$ cat src/inc/pmr_pkg.sv
// Shared constants for the power-management event routing and timer block.
package pmr_pkg;

    // Register port widths.
    localparam int unsigned AW = 8;
    localparam int unsigned DW = 8;

    // Register byte addresses.
    localparam logic [7:0] OFS_STS1  = 8'h00;
    localparam logic [7:0] OFS_EN1   = 8'h02;
    localparam logic [7:0] OFS_CTRL  = 8'h04;
    localparam logic [7:0] OFS_TMR0  = 8'h08;
    localparam logic [7:0] OFS_TMR1  = 8'h09;
    localparam logic [7:0] OFS_TMR2  = 8'h0a;
    localparam logic [7:0] OFS_GPE   = 8'h0c;
    localparam logic [7:0] OFS_CFG   = 8'h10;
    localparam logic [7:0] OFS_SEL   = 8'h11;

    // Status register 1 fields.
    localparam int unsigned B_PM_TIMER_CARRY_STATUS = 0;
    localparam int unsigned B_BUSMASTER_STATUS  = 4;
    localparam int unsigned B_GLOBAL_EVENT_STATUS = 5;

    // Enable register 1 fields.
    localparam int unsigned B_PM_TIMER_IRQ_ENABLE  = 0;
    localparam int unsigned B_GLOBAL_EVENT_ENABLE  = 5;

    // Control register fields.
    localparam int unsigned B_ACPI_EN = 0;
    localparam int unsigned B_BUSMASTER_RELOAD_ENABLE  = 1;
    localparam int unsigned B_FW_RLS  = 2;

    // General-purpose event register field.
    localparam int unsigned B_TMR_RUN = 0;

    // Configuration register fields.
    localparam int unsigned B_LEG_EN  = 0;
    localparam int unsigned B_FW_EN   = 1;
    localparam int unsigned B_FW_STS  = 2;
    localparam int unsigned B_OS_RLS  = 3;
    localparam int unsigned B_BM_CTL  = 4;
    localparam int unsigned B_SIRQ    = 5;
    localparam int unsigned B_SCI_IRQ = 6;

    // Timer and routing sizes.
    localparam int unsigned TMR_W = 24;
    localparam int unsigned SEL_W = 4;
    localparam int unsigned IRQ_N = 16;

    // Clock rates in hertz.
    localparam int unsigned CLK_HZ = 125000000;
    localparam int unsigned TMR_HZ = 3579545;

    // Serial interrupt frame timing in clock cycles.
    localparam int unsigned SIRQ_START_MIN = 4;
    localparam int unsigned SIRQ_SLOT_CYC  = 3;
    localparam int unsigned SIRQ_SLOTS     = 32;
    localparam int unsigned SIRQ_SMI_SLOT  = 2;

endpackage : pmr_pkg

$ cat src/rtl/pmr_sirq.sv
// Serial interrupt line slot driver for the routed interrupts.
`timescale 1ns/100ps
module pmr_sirq (
    input  wire logic                     clock,
    input  wire logic                     rst,
    input  wire logic                     smi_req,
    input  wire logic                     sci_req,
    input  wire logic [pmr_pkg::SEL_W-1:0] sci_slot,
    input  wire logic                     line_in,
    output logic                          line_out,
    output logic                          line_oe_n
);

    typedef enum logic [1:0] {ST_IDLE, ST_START, ST_SLOTS} pmr_sirq_e;

    typedef struct packed {
        pmr_sirq_e  st;
        logic       s1;
        logic       s2;
        logic [3:0] cnt;
        logic [4:0] slot;
        logic [1:0] phase;
        logic       oe_n;
    } pmr_sirq_s;

    pmr_sirq_s s_q;
    pmr_sirq_s s_d;
    logic      hit;

    always_comb
    begin
        s_d      = s_q;
        s_d.s1   = line_in;
        s_d.s2   = s_q.s1;
        s_d.oe_n = 1'b1;
        hit      = (smi_req && s_q.slot == 5'(pmr_pkg::SIRQ_SMI_SLOT))
                || (sci_req && s_q.slot == 5'(sci_slot));
        case (s_q.st)
            ST_IDLE:
            begin
                s_d.cnt = '0;
                if (!s_q.s2)
                    s_d.st = ST_START;
            end
            ST_START:
            begin
                if (!s_q.s2)
                begin
                    if (s_q.cnt != 4'hf)
                        s_d.cnt = s_q.cnt + 4'h1;
                end
                else if (s_q.cnt >= 4'(pmr_pkg::SIRQ_START_MIN - 1))
                begin
                    s_d.st    = ST_SLOTS;
                    s_d.slot  = '0;
                    s_d.phase = '0;
                end
                else
                begin
                    s_d.st = ST_IDLE;
                end
            end
            ST_SLOTS:
            begin
                if (s_q.phase == 2'(pmr_pkg::SIRQ_SLOT_CYC - 1))
                begin
                    s_d.phase = '0;
                    s_d.slot  = s_q.slot + 5'h1;
                    if (s_q.slot == 5'(pmr_pkg::SIRQ_SLOTS - 1))
                        s_d.st = ST_IDLE;
                end
                else
                begin
                    s_d.phase = s_q.phase + 2'h1;
                end
                if (s_q.phase == 2'h0 && hit)
                    s_d.oe_n = 1'b0;
            end
            default:
            begin
                s_d.st = ST_IDLE;
            end
        endcase
    end

    always_ff @(posedge clock)
    begin
        if (rst)
        begin
            s_q      <= '0;
            s_q.s1   <= 1'b1;
            s_q.s2   <= 1'b1;
            s_q.oe_n <= 1'b1;
        end
        else
        begin
            s_q <= s_d;
        end
    end

    assign line_out  = 1'b0;
    assign line_oe_n = s_q.oe_n;

endmodule : pmr_sirq

$ cat src/rtl/pmr_tick.sv
// Fractional divider giving a one-cycle enable at the timer rate.
`timescale 1ns/100ps
module pmr_tick #(
    parameter int unsigned CLK_HZ = pmr_pkg::CLK_HZ,
    parameter int unsigned TMR_HZ = pmr_pkg::TMR_HZ
) (
    input  wire logic clock,
    input  wire logic rst,
    output logic      tick
);

    localparam logic [27:0] MODV = 28'(CLK_HZ);
    localparam logic [27:0] INCV = 28'(TMR_HZ);

    typedef struct packed {
        logic [27:0] acc;
        logic        tick;
    } pmr_tick_s;

    pmr_tick_s s_q;
    pmr_tick_s s_d;
    logic [27:0] sum;

    always_comb
    begin
        s_d      = s_q;
        sum      = s_q.acc + INCV;
        s_d.tick = 1'b0;
        if (sum >= MODV)
        begin
            s_d.acc  = sum - MODV;
            s_d.tick = 1'b1;
        end
        else
        begin
            s_d.acc = sum;
        end
    end

    always_ff @(posedge clock)
    begin
        if (rst)
            s_q <= '0;
        else
            s_q <= s_d;
    end

    assign tick = s_q.tick;

endmodule : pmr_tick

$ cat src/rtl/pmr_top.sv
// Power-management event routing, release handshakes and a timer that counts while its run bit is set.
`timescale 1ns/100ps

module pmr_top (
    input  wire logic                       clock,
    input  wire logic                       rst,
    input  wire logic [pmr_pkg::AW-1:0]     addr,
    input  wire logic [pmr_pkg::DW-1:0]     wdata,
    input  wire logic                       wr_strobe,
    input  wire logic                       rd_strobe,
    output logic      [pmr_pkg::DW-1:0]     rdata,
    output logic                            smi_n,
    output logic                            sci_n,
    output logic      [pmr_pkg::IRQ_N-1:0]  irq_out,
    input  wire logic                       serial_irq_line_in,
    output logic                            serial_irq_line_out,
    output logic                            serial_irq_line_oe_n
);

    typedef struct packed {
        logic [pmr_pkg::TMR_W-1:0] tmr_cnt;
        logic                      pm_timer_carry_status;
        logic                      pm_timer_irq_enable;
        logic                      tmr_run;
        logic                      busmaster_status;
        logic                      bm_ctl;
        logic                      busmaster_reload_enable;
        logic                      global_event_status;
        logic                      global_event_enable;
        logic                      fw_rls;
        logic                      os_rls;
        logic                      fw_sts;
        logic                      fw_en;
        logic                      acpi_en;
        logic                      legacy_en;
        logic                      sirq_mode;
        logic                      sci_on_irq;
        logic [pmr_pkg::SEL_W-1:0] sci_sel;
        logic [pmr_pkg::DW-1:0]    rdata;
        logic                      smi_n;
        logic                      sci_n;
        logic [pmr_pkg::IRQ_N-1:0] irq_out;
    } pmr_state_s;

    pmr_state_s s_q;
    pmr_state_s s_d;

    logic tick;
    logic wr_sts1;
    logic wr_en1;
    logic wr_ctrl;
    logic wr_gpe;
    logic wr_cfg;
    logic wr_sel;
    logic pm_evt;
    logic smi_act;
    logic sci_act;
    logic carry;

    // One-cycle enable at the timer rate, derived from the host clock.
    pmr_tick u_tick (
        .clock (clock),
        .rst   (rst),
        .tick  (tick)
    );

    // Serial interrupt slot driver.
    pmr_sirq u_sirq (
        .clock     (clock),
        .rst       (rst),
        .smi_req   (smi_act && s_q.sirq_mode),
        .sci_req   (sci_act && s_q.sirq_mode),
        .sci_slot  (s_q.sci_sel),
        .line_in   (serial_irq_line_in),
        .line_out  (serial_irq_line_out),
        .line_oe_n (serial_irq_line_oe_n)
    );

    // Write decode.
    always_comb
    begin
        wr_sts1 = wr_strobe && addr == pmr_pkg::OFS_STS1;
        wr_en1  = wr_strobe && addr == pmr_pkg::OFS_EN1;
        wr_ctrl = wr_strobe && addr == pmr_pkg::OFS_CTRL;
        wr_gpe  = wr_strobe && addr == pmr_pkg::OFS_GPE;
        wr_cfg  = wr_strobe && addr == pmr_pkg::OFS_CFG;
        wr_sel  = wr_strobe && addr == pmr_pkg::OFS_SEL;
    end

    // Enabled event sources and their routing.
    always_comb
    begin
        pm_evt = (s_q.pm_timer_carry_status && s_q.pm_timer_irq_enable)
              || (s_q.fw_rls && s_q.global_event_enable)
              || (s_q.bm_ctl && s_q.busmaster_reload_enable);
        sci_act = s_q.acpi_en && pm_evt;
        smi_act = (s_q.legacy_en && pm_evt)
               || (s_q.os_rls && s_q.fw_en);
    end

    // Timer carry out of the lower bits flips the top bit.
    always_comb
    begin
        carry = s_q.tmr_run && tick
             && (&s_q.tmr_cnt[pmr_pkg::TMR_W-2:0]);
    end

    always_comb
    begin
        s_d = s_q;

        // Timer counts only while run is set.
        if (s_q.tmr_run && tick)
        begin
            s_d.tmr_cnt = s_q.tmr_cnt + 24'h1;
        end

        // Status register: write one clears, zero leaves alone.
        if (wr_sts1)
        begin
            if (wdata[pmr_pkg::B_PM_TIMER_CARRY_STATUS])
            begin
                s_d.pm_timer_carry_status = 1'b0;
            end
            if (wdata[pmr_pkg::B_BUSMASTER_STATUS])
            begin
                s_d.busmaster_status = 1'b0;
                s_d.bm_ctl = 1'b0;
            end
            if (wdata[pmr_pkg::B_GLOBAL_EVENT_STATUS])
            begin
                s_d.global_event_status = 1'b0;
                s_d.fw_rls  = 1'b0;
            end
        end

        // Enable register.
        if (wr_en1)
        begin
            s_d.pm_timer_irq_enable = wdata[pmr_pkg::B_PM_TIMER_IRQ_ENABLE];
            s_d.global_event_enable = wdata[pmr_pkg::B_GLOBAL_EVENT_ENABLE];
        end

        // Control register; release bit is set-only.
        if (wr_ctrl)
        begin
            s_d.acpi_en = wdata[pmr_pkg::B_ACPI_EN];
            s_d.busmaster_reload_enable  = wdata[pmr_pkg::B_BUSMASTER_RELOAD_ENABLE];
            if (wdata[pmr_pkg::B_FW_RLS])
            begin
                s_d.fw_rls  = 1'b1;
                s_d.global_event_status = 1'b1;
            end
        end

        // General-purpose event register.
        if (wr_gpe)
        begin
            s_d.tmr_run = wdata[pmr_pkg::B_TMR_RUN];
        end

        // Configuration: clears are applied before sets so a set wins.
        if (wr_cfg)
        begin
            s_d.legacy_en  = wdata[pmr_pkg::B_LEG_EN];
            s_d.fw_en      = wdata[pmr_pkg::B_FW_EN];
            s_d.sirq_mode  = wdata[pmr_pkg::B_SIRQ];
            s_d.sci_on_irq = wdata[pmr_pkg::B_SCI_IRQ];
            if (wdata[pmr_pkg::B_FW_STS])
            begin
                s_d.fw_sts = 1'b0;
                s_d.os_rls = 1'b0;
            end
            if (wdata[pmr_pkg::B_OS_RLS])
            begin
                s_d.os_rls = 1'b1;
                s_d.fw_sts = 1'b1;
            end
            if (wdata[pmr_pkg::B_BM_CTL])
            begin
                s_d.bm_ctl = 1'b1;
                s_d.busmaster_status = 1'b1;
            end
        end

        // Interrupt select field.
        if (wr_sel)
        begin
            s_d.sci_sel = wdata[pmr_pkg::SEL_W-1:0];
        end

        // Hardware set beats a simultaneous software clear.
        if (carry)
        begin
            s_d.pm_timer_carry_status = 1'b1;
        end

        // Read data stand only in the cycle after the read strobe.
        s_d.rdata = '0;
        if (rd_strobe)
        begin
            case (addr)
                pmr_pkg::OFS_STS1:
                begin
                    s_d.rdata[pmr_pkg::B_PM_TIMER_CARRY_STATUS] = s_q.pm_timer_carry_status;
                    s_d.rdata[pmr_pkg::B_BUSMASTER_STATUS]  = s_q.busmaster_status;
                    s_d.rdata[pmr_pkg::B_GLOBAL_EVENT_STATUS] = s_q.global_event_status;
                end
                pmr_pkg::OFS_EN1:
                begin
                    s_d.rdata[pmr_pkg::B_PM_TIMER_IRQ_ENABLE] = s_q.pm_timer_irq_enable;
                    s_d.rdata[pmr_pkg::B_GLOBAL_EVENT_ENABLE] = s_q.global_event_enable;
                end
                pmr_pkg::OFS_CTRL:
                begin
                    s_d.rdata[pmr_pkg::B_ACPI_EN] = s_q.acpi_en;
                    s_d.rdata[pmr_pkg::B_BUSMASTER_RELOAD_ENABLE]  = s_q.busmaster_reload_enable;
                    s_d.rdata[pmr_pkg::B_FW_RLS]  = s_q.fw_rls;
                end
                pmr_pkg::OFS_TMR0:
                begin
                    s_d.rdata = s_q.tmr_cnt[7:0];
                end
                pmr_pkg::OFS_TMR1:
                begin
                    s_d.rdata = s_q.tmr_cnt[15:8];
                end
                pmr_pkg::OFS_TMR2:
                begin
                    s_d.rdata = s_q.tmr_cnt[23:16];
                end
                pmr_pkg::OFS_GPE:
                begin
                    s_d.rdata[pmr_pkg::B_TMR_RUN] = s_q.tmr_run;
                end
                pmr_pkg::OFS_CFG:
                begin
                    s_d.rdata[pmr_pkg::B_LEG_EN]  = s_q.legacy_en;
                    s_d.rdata[pmr_pkg::B_FW_EN]   = s_q.fw_en;
                    s_d.rdata[pmr_pkg::B_FW_STS]  = s_q.fw_sts;
                    s_d.rdata[pmr_pkg::B_OS_RLS]  = s_q.os_rls;
                    s_d.rdata[pmr_pkg::B_BM_CTL]  = s_q.bm_ctl;
                    s_d.rdata[pmr_pkg::B_SIRQ]    = s_q.sirq_mode;
                    s_d.rdata[pmr_pkg::B_SCI_IRQ] = s_q.sci_on_irq;
                end
                pmr_pkg::OFS_SEL:
                begin
                    s_d.rdata[pmr_pkg::SEL_W-1:0] = s_q.sci_sel;
                end
                default:
                begin
                    s_d.rdata = '0;
                end
            endcase
        end

        // Dedicated pins are used only outside serial mode.
        s_d.smi_n   = !(smi_act && !s_q.sirq_mode);
        s_d.sci_n   = !(sci_act && !s_q.sirq_mode && !s_q.sci_on_irq);
        s_d.irq_out = '0;
        if (sci_act && !s_q.sirq_mode && s_q.sci_on_irq)
        begin
            s_d.irq_out[s_q.sci_sel] = 1'b1;
        end
    end

    always_ff @(posedge clock)
    begin
        if (rst)
        begin
            s_q       <= '0;
            s_q.smi_n <= 1'b1;
            s_q.sci_n <= 1'b1;
        end
        else
        begin
            s_q <= s_d;
        end
    end

    assign rdata   = s_q.rdata;
    assign smi_n   = s_q.smi_n;
    assign sci_n   = s_q.sci_n;
    assign irq_out = s_q.irq_out;

endmodule : pmr_top
$ cat config.mk
export PLATFORM = sky130hd
export DESIGN_NAME = pmr_top
export DESIGN_NICKNAME = d
export VERILOG_FILES = /design/src/inc/pmr_pkg.sv /design/src/rtl/pmr_sirq.sv /design/src/rtl/pmr_tick.sv /design/src/rtl/pmr_top.sv
export SDC_FILE = /design/constraint.sdc
export NUM_CORES = 1
export LEC_CHECK = 0
export CORE_ASPECT_RATIO = 1.25
export CORE_MARGIN = 4
export CORE_UTILIZATION = 32
export CTS_CLUSTER_DIAMETER = 50
export CTS_CLUSTER_SIZE = 24
export DETAILED_ROUTE_END_ITERATION = 6
export DONT_BUFFER_PORTS = 1
export PLACE_DENSITY = 0.53
export SYNTH_ARGS = -nofsm -noshare
export SYNTH_HDL_FRONTEND = slang
export SYNTH_SLANG_ARGS = --single-unit
$ cat constraint.sdc
create_clock -name clock -period 4.56 [get_ports clock]
set_clock_uncertainty 0.15 [all_clocks]
set_input_delay 0 -clock clock [delete_from_list [all_inputs] [get_ports clock]]
set_output_delay 0 -clock clock [all_outputs]
set_load 0.005 [all_outputs]
==> parameters.txt, run 1 <==
Parameter                              Value

Status
  Status    completed

Pwr
  Worst vdd rail ir drop    280.6 uV
  Clock network fraction of total power    41.1%
  Power Internal    2248 uW
  Comb power frac    24.4%
  Net switching power    1080 uW
  Pleak    0.002619 uW
  Sw Share    32.45%
  Power Density    443.8 nW/um^2
  Reg power frac    34.5%

Global route
  Initial antenna violation count    0
  Via count of the first global-routing pass    5457
  Wire length of the first global-routing pass    27390 um
  Pin count of the biggest net entering global routing    87
  Overflow left after global routing    0
  Global-route usage over all layers    14.76%

Critical path
  Category of the worst setup path capture point    flip-flop
  Worst path cell trace    ha_1 > a211o_1 > a211oi_1 > nor3_1 > o32a_1 > a21oi_1 > o21ai_0 > a31oi_1 > nor3b_1 > dlygate4sd3_1
  Maximum fanout along the worst path    8
  Category of the critical setup timing path    reg -> reg
  Kind of start point of the critical path    flip-flop
  Biggest cell delay along the critical path    610 ps
  Data required time at the worst endpoint    4710 ps
  Crit path DAT    4200 ps
  CP max stage cell    a211oi_1

Placed design
  Half-perimeter wire length of the detailed placement result    11190 um
  Number of port buffers    0
  Placer congestion estimate    0.8189
  Cell area after placement    6558 um^2

Timing
  Final critical-path required period    4046 ps
  Final Hold Vio Count    0
  Tcrit/Tclk final    88.73%
  Highest attainable clock frequency    0.2472 GHz
  Count of final setup violators    0
  Setup repair after global routing missed its margin    false
  Slew at the pin closest to its max-slew limit    942.9 ps
  Rel. slew slack    37.01%
  Total Negative Setup Slacks    0 ps
  Total count of max-transition violations in the final report    0

Synthesis
  Synthesized netlist net count    845
  Sequential share of the synthesized area    34.78%
  Mapped Cells    813
  Synthesized area    6561 um^2
  Area contributors post-synth    dfxtp_1, nor2_1, a21oi_1
  Synthesized flop and latch total    114
  Average instance area after synthesis    8.070 um^2
  Portion of synthesized cell area occupied by the leading cell type    34.78%
  Biggest area consumer among synthesized cells    dfxtp_1
  Yosys warnings    0
  Number of library cell types mapped by synthesis    78
  Share of flip-flops with an asynchronous set or reset after synthesis    0%
  Number of enable flip-flop cells after synthesis    0
  Prevailing post-synth register cell    dfxtp_1

Die
  Floorplan Core Area    20170 um^2
  X dimension of the die    136.1 um
  I/O pin count    49
  Die area    22870 um^2
  Vertical die dimension    168.1 um
  Row count    58
  Initial Util    32.52%

Clocking
  Number of H-tree levels    4
  Post-CTS clock slew at the launch and capture registers of the worst setup and hold paths    60 ps
  Num Clock Sinks    114
  Source-to-sink clock delay at the later pin of the worst-skew pair    410 ps
  Cell at the root of the clock tree    clkbuf_16
  Gates resized, CTS repair    0
  Maximum buffer depth of the clock tree    2
  Number of CTS-inserted buffers    17
  TritonCTS clock tree    yes

Detailed routing
  Residual DRC    0
  Routed wire length per instance    15.19 um
  Number of design-rule violations left by the first detailed-router iteration    370
  Count of TritonRoute iterations in the first routing pass    4
  Remaining antenna violation count    0
  Detailed-route vias per instance    5.263
  Routed vias    5700
  Routed Wire Length    16450 um

Flow run
  Number of violations of the max-capacitance limit    0

Layout
  Final non-filler cell area    7497 um^2
  NumNets Final    832
  FILL cells    2121
  Count of antenna diodes in the layout    0
  Layout cells sized above 1    7.995%
  Growth of design area from synthesis to finish    14.26%

Worst hold path
  Type of the worst min-delay path    in -> reg
-- cells in the mapped netlist, drive strengths merged (11+ instances only) --
master  number
xnor2       27
a21oi       58
o21ai       22
nor3        34
ha          11
and3        11
nand3       35
dfxtp      114
clkbuf      29
nand2       73
buf         41
nand4       16
mux2i       25
xor2        17
inv         17
nor2       103
-- path summary, 6_finish.rpt --
kind	start	to	slack, ps	cells past startpoint
worst max-delay path	u_tick.s_q[1]	u_tick.s_q[27]	510	10
worst min-delay path	addr[0]	rdata[5]	20	6
worst max register to register	u_tick.s_q[1]	u_tick.s_q[27]	510	10
worst min register to register	u_sirq.s_d[12]	u_sirq.s_q[12]	270	1
-- layout make-up --
class	instances	area, um^2	area share [%]
Tap cell	270	337.8	4.506
Inverter	17	63.81	0.8511
Clock inverter	12	155.1	2.069
Multi-Input combinational cell	612	3829	51.07
Timing Repair Buffer	38	382.9	5.107
Sequential cell	114	2282	30.44
Clock buffer	20	446.7	5.958
-- power by group through the flow --
| stage | Clock [uW] | Sequential, uW | Combinational (uW) |
|---|---|---|---|
| after global routing | 1450 | 1160 | 908 |
| after floorplan | 0 | 1120 | 650 |
| after CTS | 1400 | 1150 | 815 |
| after global placement | 0 | 1170 | 770 |
| after detailed placement | 0 | 1170 | 771 |
| final | 1370 | 1150 | 812 |
-- placed cells by master (no fill, tap or decap), drive strengths merged, types with 8 or more instances in the layout --
master | Yosys | final
a21oi | 58 | 58
a31oi | 10 | 10
and2 | 9 | 9
and3 | 11 | 11
clkbuf | 29 | 20
dfxtp | 114 | 114
dlygate4sd3 | 0 | 31
ha | 11 | 11
inv | 17 | 20
mux2i | 25 | 25
nand2 | 73 | 73
nand2b | 8 | 8
nand3 | 35 | 35
nand4 | 16 | 16
nor2 | 103 | 103
nor2b | 8 | 8
nor3 | 34 | 34
nor3b | 10 | 10
nor4 | 10 | 10
o21ai | 22 | 22
o31ai | 8 | 8
or3 | 9 | 9
xnor2 | 27 | 27
xor2 | 17 | 17
-- critical path, delay by kind of cell, from the launching register on --
kind / cells / cell delay [ps]
AOI/OAI and AO/OA: 6 / 2340
buffers and inverters: 1 / 560
DFF: 1 / 360
adders and majority gates: 1 / 290
and+or+nand+nor: 2 / 230
-- registers in the layout (all words and copies together), names as in the netlist, named ones only --
register          flops
u_sirq.s_d            1
rdata                 8
smi_n                 1
u_sirq.s_q           14
u_sirq.line_oe_n      1
irq_out              16
u_tick.s_q           28
sci_n                 1
u_tick.tick           1
s_q                  41
-- routing by layer --
metal	vias up	track usage [%]	part of all wire (%)
li1	2886	-	-
met1	2659	18.46	45
met2	135	24.88	49
met3	20	3.168	4.2
met4	0	5.305	1.7
met5	-	0	0
-- timing repair --
action,CTS,global route
hold buffers,31,1
setup buffers,0,0
endpoints found under the hold margin,109,1
-- kinds of logic after synthesis --
kind of cell	Yosys count	synth area share (%)
and+or+nand+nor	356	27.12
AOI/OAI and AO/OA	170	18.54
DFF	114	34.78
buffers and inverters	87	6.865
xor gates and xnor gates	44	5.873
muxes	30	4.672
adders and majority gates	11	2.098
other	1	0.05715
-- metrics by stage --
stage	util [%]	instances	power [uW]	hold WS [ps]	worst slack [ps]
after floorplan	-	813	1766	-46.19	1320
after global placement	32.50	1019	1939	-63.01	759.9
after detailed placement	32.50	1019	1941	-60.64	729.4
after CTS	37.11	1082	3358	1.824	547.9
after global routing	37.16	1083	3520	55.60	161.8
final	37.16	1083	3328	22.71	514.1
Power figures use the tool's default switching activity.
==> inputs of run 2 (changes only) <==
Settings changed: GPL_TIMING_DRIVEN set to 1, SYNTH_HIERARCHICAL set to 1.
==> parameters.txt, run 2 <==
Parameter                              Value

Status
  Status    completed (unchanged)

Layout
  Most common cell after layout, fill and taps aside    dfxtp_1 (unchanged)
  NumNets Final    843 (was 832)
  Growth of design area from synthesis to finish    13.72% (was 14.26%)
  Post-Route Utilization    36.99% (was 37.16%)
  Layout cells sized above 1    9.432% (was 7.995%)
  FILL cells    2143 (was 2121)
  Count of antenna diodes in the layout    0 (unchanged)
  Register containing the most flip-flops in the final layout    s_q (unchanged)
  Area of combinational cells with multiple inputs    4040 um^2 (was 3829 um^2)
  Post-route insts no fill    1101 (was 1083)
  Most used cells in the layout excluding fill and tap cells    dfxtp_1, nor2_1, nand2_1, a21oi_1 (was dfxtp_1, nor2_1, nand2_1, a21oi_1, nand3_1)
  Reg area    2282 um^2 (unchanged)
  Flip-flop count of the largest register after layout    41 (unchanged)

Timing
  Highest attainable clock frequency    0.2554 GHz (was 0.2472 GHz)
  Total count of max-transition violations in the final report    0 (unchanged)
  Final Hold Vio Count    0 (unchanged)
  Worst-case hold slack    27.91 ps (was 22.71 ps)
  Final critical-path required period    3915 ps (was 4046 ps)
  Rel. slew slack    28.29% (was 37.01%)
  Count of final setup violators    0 (unchanged)
  Slew at the pin closest to its max-slew limit    1067 ps (was 942.9 ps)
  Tcrit/Tclk final    85.86% (was 88.73%)
  Setup repair after global routing missed its margin    false (unchanged)
  Total Negative Setup Slacks    0 ps (unchanged)

Critical path
  Biggest cell delay along the critical path    590 ps (was 610 ps)
  Category of the critical setup timing path    reg -> reg (unchanged)
  Category of the worst setup path capture point    flip-flop (unchanged)
  R2r worst-path depth    10 (unchanged)
  Maximum fanout along the worst path    12 (was 8)
  Crit path DAT    4050 ps (was 4200 ps)
  CP max stage cell    nor2_1 (was a211oi_1)
  Data required time at the worst endpoint    4700 ps (was 4710 ps)
  Kind of start point of the critical path    flip-flop (unchanged)
  Worst path cell trace    ha_1 > a211o_1 > a311o_1 > a221oi_2 > o221ai_2 > or3_1 > o211a_4 > nor2_1 > o21ai_0 > nor3b_1 (was ha_1 > a211o_1 > a211oi_1 > nor3_1 > o32a_1 > a21oi_1 > o21ai_0 > a31oi_1 > nor3b_1 > dlygate4sd3_1)

Placed design
  Number of port buffers    0 (unchanged)
  Dpl cells    1031 (was 1019)
  Half-perimeter wire length of the detailed placement result    12060 um (was 11190 um)
  Placer congestion estimate    0.8247 (was 0.8189)

Die
  Initial Util    32.53% (was 32.52%)
  I/O pin count    49 (unchanged)
  Row count    59 (was 58)
  Die area    23650 um^2 (was 22870 um^2)
  Vertical die dimension    170.9 um (was 168.1 um)
  Floorplan Core Area    20890 um^2 (was 20170 um^2)
  X dimension of the die    138.3 um (was 136.1 um)

Synthesis
  Synthesized area    6795 um^2 (was 6561 um^2)
  Yosys warnings    6 (was 0)
  Number of enable flip-flop cells after synthesis    0 (unchanged)
  Area contributors post-synth    dfxtp_1, nor2_1, a21oi_1 (unchanged)
  Synthesized flop and latch total    114 (unchanged)
  Biggest area consumer among synthesized cells    dfxtp_1 (unchanged)
  Synth top cells by count    dfxtp_1, nor2_1, nand2_1, a21oi_1, nor3_1 (was dfxtp_1, nor2_1, nand2_1, a21oi_1, nand3_1)
  Number of library cell types mapped by synthesis    82 (was 78)
  Average instance area after synthesis    8.247 um^2 (was 8.070 um^2)
  Most common cell in the synthesized netlist    dfxtp_1 (unchanged)
  Portion of synthesized cell area occupied by the leading cell type    33.58% (was 34.78%)
  Synthesized netlist net count    853 (was 845)
  Sequential share of the synthesized area    33.58% (was 34.78%)
  Share of flip-flops with an asynchronous set or reset after synthesis    0% (unchanged)
  Prevailing post-synth register cell    dfxtp_1 (unchanged)
  Mapped Cells    824 (was 813)

Detailed routing
  Routed wire length per instance    15.86 um (was 15.19 um)
  Number of design-rule violations left by the first detailed-router iteration    301 (was 370)
  Residual DRC    0 (unchanged)
  Detailed-route vias per instance    5.431 (was 5.263)
  Routed Wire Length    17470 um (was 16450 um)
  Count of TritonRoute iterations in the first routing pass    5 (was 4)
  Routed vias    5980 (was 5700)
  Remaining antenna violation count    0 (unchanged)

Flow run
  Number of violations of the max-capacitance limit    0 (unchanged)

Worst hold path
  Hold depth    4 (was 6)
  Type of the worst min-delay path    in -> reg (unchanged)

Global route
  Initial antenna violation count    0 (unchanged)
  Pin count of the biggest net entering global routing    96 (was 87)
  Global-route usage over all layers    14.73% (was 14.76%)
  Via count of the first global-routing pass    5767 (was 5457)
  Overflow left after global routing    0 (unchanged)
  Wire length of the first global-routing pass    28890 um (was 27390 um)

Pwr
  Worst vdd rail ir drop    252.9 uV (was 280.6 uV)
  Power Density    406.6 nW/um^2 (was 443.8 nW/um^2)
  Pleak    0.002749 uW (was 0.002619 uW)

Clocking
  Number of CTS-inserted buffers    17 (unchanged)
  Num Clock Sinks    114 (unchanged)
  Source-to-sink clock delay at the later pin of the worst-skew pair    410 ps (about the same)
  Number of H-tree levels    4 (unchanged)
  Post-CTS clock slew at the launch and capture registers of the worst setup and hold paths    60 ps (about the same)
  TritonCTS clock tree    yes (unchanged)
  Cell at the root of the clock tree    clkbuf_16 (unchanged)
  Maximum buffer depth of the clock tree    2 (unchanged)
run 2: cell count changes in the layout (fill, tap and decap cells not counted), moves of 6 or more:
cell | previous run | this run
o21ai_0 | 22 | 36
nand2_1 | 73 | 54
a21oi_1 | 58 | 46
dlygate4sd3_1 | 31 | 37
nand3b_1 | 3 | 9
nor2_1 | 103 | 91
nand4_1 | 16 | 33
xor2_1 | 17 | 23
nor3b_1 | 10 | 4
o211ai_1 | 4 | 10
nand3_1 | 34 | 24
run 2: what timing repair did:
item,4_1_cts,5_1_grt
buffers inserted,0,0
hold buffers,38,0
resized for setup,0,0
endpoints found under the hold margin,110,0
run 2: cells by family (layout without fill, tap and decap cells):
| kind of cell | Yosys count | in the layout | synth area share [%] |
|---|---|---|---|
| AND/OR/NAND/NOR | 364 | 364 | 29.57 |
| AO/OA/AOI/OAI | 178 | 178 | 18.17 |
| XOR/XNOR | 45 | 45 | 5.800 |
| adder cells (fa/ha/maj) | 8 | 8 | 1.473 |
| other | 1 | 1 | 0.05519 |
| multiplexers | 29 | 29 | 4.382 |
| flip-flops | 114 | 114 | 33.58 |
| buffers and inverters | 85 | 88 | 6.960 |
run 2: layout make-up:
class	instances	share of cell area [%]
Clock inverter	14	1.975
Clock buffer	18	5.554
Inverter	14	0.6801
Timing Repair Buffer	42	5.538
Multi-Input combinational cell	625	52.28
Sequential cell	114	29.53
Tap cell	274	4.437
run 2: power breakdown:
part / switching, uW / internal (uW)
clock network: 510 / 811
registers: 105 / 1040
logic: 410 / 262
total: 1020 / 2120
run 2: metal layers:
metal  share of wire [%]  up-vias  GRT usage [%]
met5                   0        -              0
met2                  49      166          25.74
met3                 4.5       35          3.159
met1                  45     2792          17.84
li1                    -     2987              -
met4                 2.2        0          5.544
run 2: metrics by stage:
stage / power [uW] / cell area (um^2) / setup slack (ps)
after CTS: 3166 / 7727 / 662.9
after floorplan: 1673 / 6795 / 1266
after global placement: 1785 / 6748 / 746.0
after detailed placement: 1786 / 6748 / 688.9
after global routing: 3297 / 7727 / 330.8
final: 3142 / 7727 / 644.7
run 2: path summary, 6_finish.rpt:
kind	start	end	slack, ps
hold reg to reg	u_sirq/s_d[12]	u_sirq/s_q[12]	260
setup reg to reg	u_tick/s_q[1]	u_tick/s_q[24]	640
setup / recovery	u_tick/s_q[1]	u_tick/s_q[24]	640
hold / removal	addr[4]	rdata[3]	30
run 2: worst max-delay path: cells and delay by family (launching register included):
kind                     cells  cell delay [ps]
AO/OA/AOI/OAI                6             1750
adder cells (fa/ha/maj)      1              290
flip-flops                   1              360
AND/OR/NAND/NOR              3             1240
==> inputs of run 3 (changes only) <==
Settings changed: CORE_UTILIZATION 32 to 33, PLACE_DENSITY 0.53 to 0.55.
Clock period 4.56 ns to 3.6 ns, I/O delays scaled along.
==> parameters.txt, run 3 (synthesized netlist as in run 2, its figures left out) <==
Parameter                              Value

Status
  Status    completed (unchanged)

Die
  Floorplan Core Area    20170 um^2 (was 20890 um^2)
  Vertical die dimension    168.4 um (was 170.9 um)
  Die area    22970 um^2 (was 23650 um^2)
  I/O pin count    49 (unchanged)
  Initial Util    33.68% (was 32.53%)
  Row count    58 (was 59)
  X dimension of the die    136.4 um (was 138.3 um)

Timing
  Final Hold Vio Count    0 (unchanged)
  Final critical-path required period    3481 ps (was 3915 ps)
  Worst path setup slack after routing    118.6 ps (was 644.7 ps)
  Total count of max-transition violations in the final report    0 (unchanged)
  Slew at the pin closest to its max-slew limit    1047 ps (was 1067 ps)
  Total Negative Setup Slacks    0 ps (unchanged)
  Setup repair after global routing missed its margin    false (unchanged)
  Worst-case hold slack    67.91 ps (was 27.91 ps)
  Highest attainable clock frequency    0.2872 GHz (was 0.2554 GHz)
  Rel. slew slack    29.67% (was 28.29%)
  Tcrit/Tclk final    96.70% (was 85.86%)
  Count of final setup violators    0 (unchanged)

Critical path
  Worst path buffer plus inverter count    2 (was 0)
  Kind of start point of the critical path    flip-flop (unchanged)
  Worst-case register-to-register setup slack    120 ps (was 640 ps)
  Worst path cell trace    or4_4 > a311o_1 > buf_4 > or2_4 > a311oi_4 > and3_4 > o211a_4 > o21ai_4 > buf_12 > or3_2 > a21oi_1 (was ha_1 > a211o_1 > a311o_1 > a221oi_2 > o221ai_2 > or3_1 > o211a_4 > nor2_1 > o21ai_0 > nor3b_1)
  Worst setup startpoint    u_tick/s_q[12] (was u_tick/s_q[1])
  Category of the critical setup timing path    reg -> reg (unchanged)
  Data required time at the worst endpoint    3790 ps (was 4700 ps)
  CP max stage cell    or4_4 (was nor2_1)
  Crit path DAT    3680 ps (was 4050 ps)
  R2r worst-path depth    11 (was 10)
  Critical register-to-register path endpoint    u_tick/s_q[14] (was u_tick/s_q[24])
  Worst r2r src    u_tick/s_q[12] (was u_tick/s_q[1])
  Biggest cell delay along the critical path    570 ps (was 590 ps)
  Category of the worst setup path capture point    flip-flop (unchanged)
  Maximum fanout along the worst path    4 (was 12)
  CP delay by family, top    simple AND/OR/NAND/NOR gates (was compound AO/OA/AOI/OAI gates)

Layout
  NumNets Final    891 (was 843)
  Post-route insts no fill    1145 (was 1101)
  Most common cell after layout, fill and taps aside    dfxtp_1 (unchanged)
  Growth of design area from synthesis to finish    20.81% (was 13.72%)
  Count of antenna diodes in the layout    0 (unchanged)
  Flip-flop count of the largest register after layout    41 (unchanged)
  Register containing the most flip-flops in the final layout    s_q (unchanged)
  Layout cells sized above 1    14.97% (was 9.432%)
  Most used cells in the layout excluding fill and tap cells    dfxtp_1, nor2_1, nand2_1, buf_4, a21oi_1 (was dfxtp_1, nor2_1, nand2_1, a21oi_1)

Placed design
  Dpl cells    1065 (was 1031)
  Placer congestion estimate    0.8955 (was 0.8247)
  Number of port buffers    0 (unchanged)
  Worst setup slack after placement    109.7 ps (was 688.9 ps)
  Half-perimeter wire length of the detailed placement result    12770 um (was 12060 um)

Clocking
  Number of H-tree levels    4 (unchanged)
  Source-to-sink clock delay at the later pin of the worst-skew pair    420 ps (was 410 ps)
  TritonCTS clock tree    yes (unchanged)
  Num Clock Sinks    114 (unchanged)
  Cell at the root of the clock tree    clkbuf_16 (unchanged)
  Post-CTS clock slew at the launch and capture registers of the worst setup and hold paths    60 ps (about the same)
  Number of CTS-inserted buffers    17 (unchanged)
  Maximum buffer depth of the clock tree    2 (unchanged)

Pwr
  Power, Total    4357 uW (was 3142 uW)
  Power Density    530.7 nW/um^2 (was 406.6 nW/um^2)
  Pleak    0.003005 uW (was 0.002749 uW)
  Worst vdd rail ir drop    345.6 uV (was 252.9 uV)

Global route
  Overflow left after global routing    0 (unchanged)
  Via count of the first global-routing pass    6030 (was 5767)
  Initial antenna violation count    0 (unchanged)
  Wire length of the first global-routing pass    29780 um (was 28890 um)
  Pin count of the biggest net entering global routing    96 (unchanged)
  Global-route usage over all layers    16.06% (was 14.73%)

Detailed routing
  Detailed-route vias per instance    5.425 (was 5.431)
  Count of TritonRoute iterations in the first routing pass    5 (unchanged)
  Routed wire length per instance    15.93 um (was 15.86 um)
  Remaining antenna violation count    0 (unchanged)
  Routed vias    6212 (was 5980)
  Routed Wire Length    18240 um (was 17470 um)
  Number of design-rule violations left by the first detailed-router iteration    399 (was 301)
  Residual DRC    0 (unchanged)

Worst hold path
  Worst hold path endpoint    u_sirq/s_d[12] (was rdata[3])
  Hold depth    2 (was 4)
  Type of the worst min-delay path    in -> reg (unchanged)
  Origin of the worst min-delay path    serial_irq_line_in (was addr[4])

Flow run
  Number of violations of the max-capacitance limit    0 (unchanged)
==> run 3: cell count changes in the layout (fill, tap and decap cells not counted), sizes merged <==
cell         change
clkinvlp         +1
buf             +45
clkinv           -4
clkbuf           +1
dlygate4sd3      +2
o21ai            +1
bufinv           +2
==> run 3: per-stage QoR <==
step / utilization [%] / cell area, um^2
after global routing: 40.69 / 8209
after global placement: 34.90 / 7041
after floorplan: - / 6795
final: 40.69 / 8209
after detailed placement: 34.90 / 7041
after CTS: 40.14 / 8098
==> run 3: how the worst max path moves through the flow <==
stage                                end  cells past startpoint
after floorplan            u_tick/s_q[8]                     11
after global routing      u_tick/s_q[15]                     15
after CTS                  u_tick/s_q[8]                     13
after detailed placement   u_tick/s_q[8]                     13
after global placement     u_tick/s_q[8]                     13
final                     u_tick/s_q[14]                     11
==> run 3: timing repair <==
item	CTS	global route
resized for setup	0	8
setup buffers	0	7
endpoints found under the setup margin	0	13
endpoints found under the hold margin	110	0
hold buffers	40	0
==> run 3: final cells by class <==
type | instances | area [um^2]
well taps | 270 | 337.8
clock buffers | 19 | 442.9
clock inverters | 13 | 196.4
fillers | 2092 | 11970
flip-flops and latches | 114 | 2283
repair buffers | 89 | 810.8
inverters | 14 | 52.55
multi-input cells | 626 | 4085
==> run 3: power breakdown <==
part | internal (uW) | switching, uW
clock | 1190 | 650
sequential | 1320 | 68.7
combinational | 476 | 651
total | 2990 | 1370
==> run 3: routing by layer <==
metal | part of all wire, % | global-route usage, % | vias to the layer above
met2 | 49 | 27.51 | 175
met5 | 0 | 0 | -
met3 | 4.4 | 3.467 | 55
met1 | 43 | 18.80 | 2894
li1 | - | - | 3088
met4 | 4.0 | 7.891 | 0
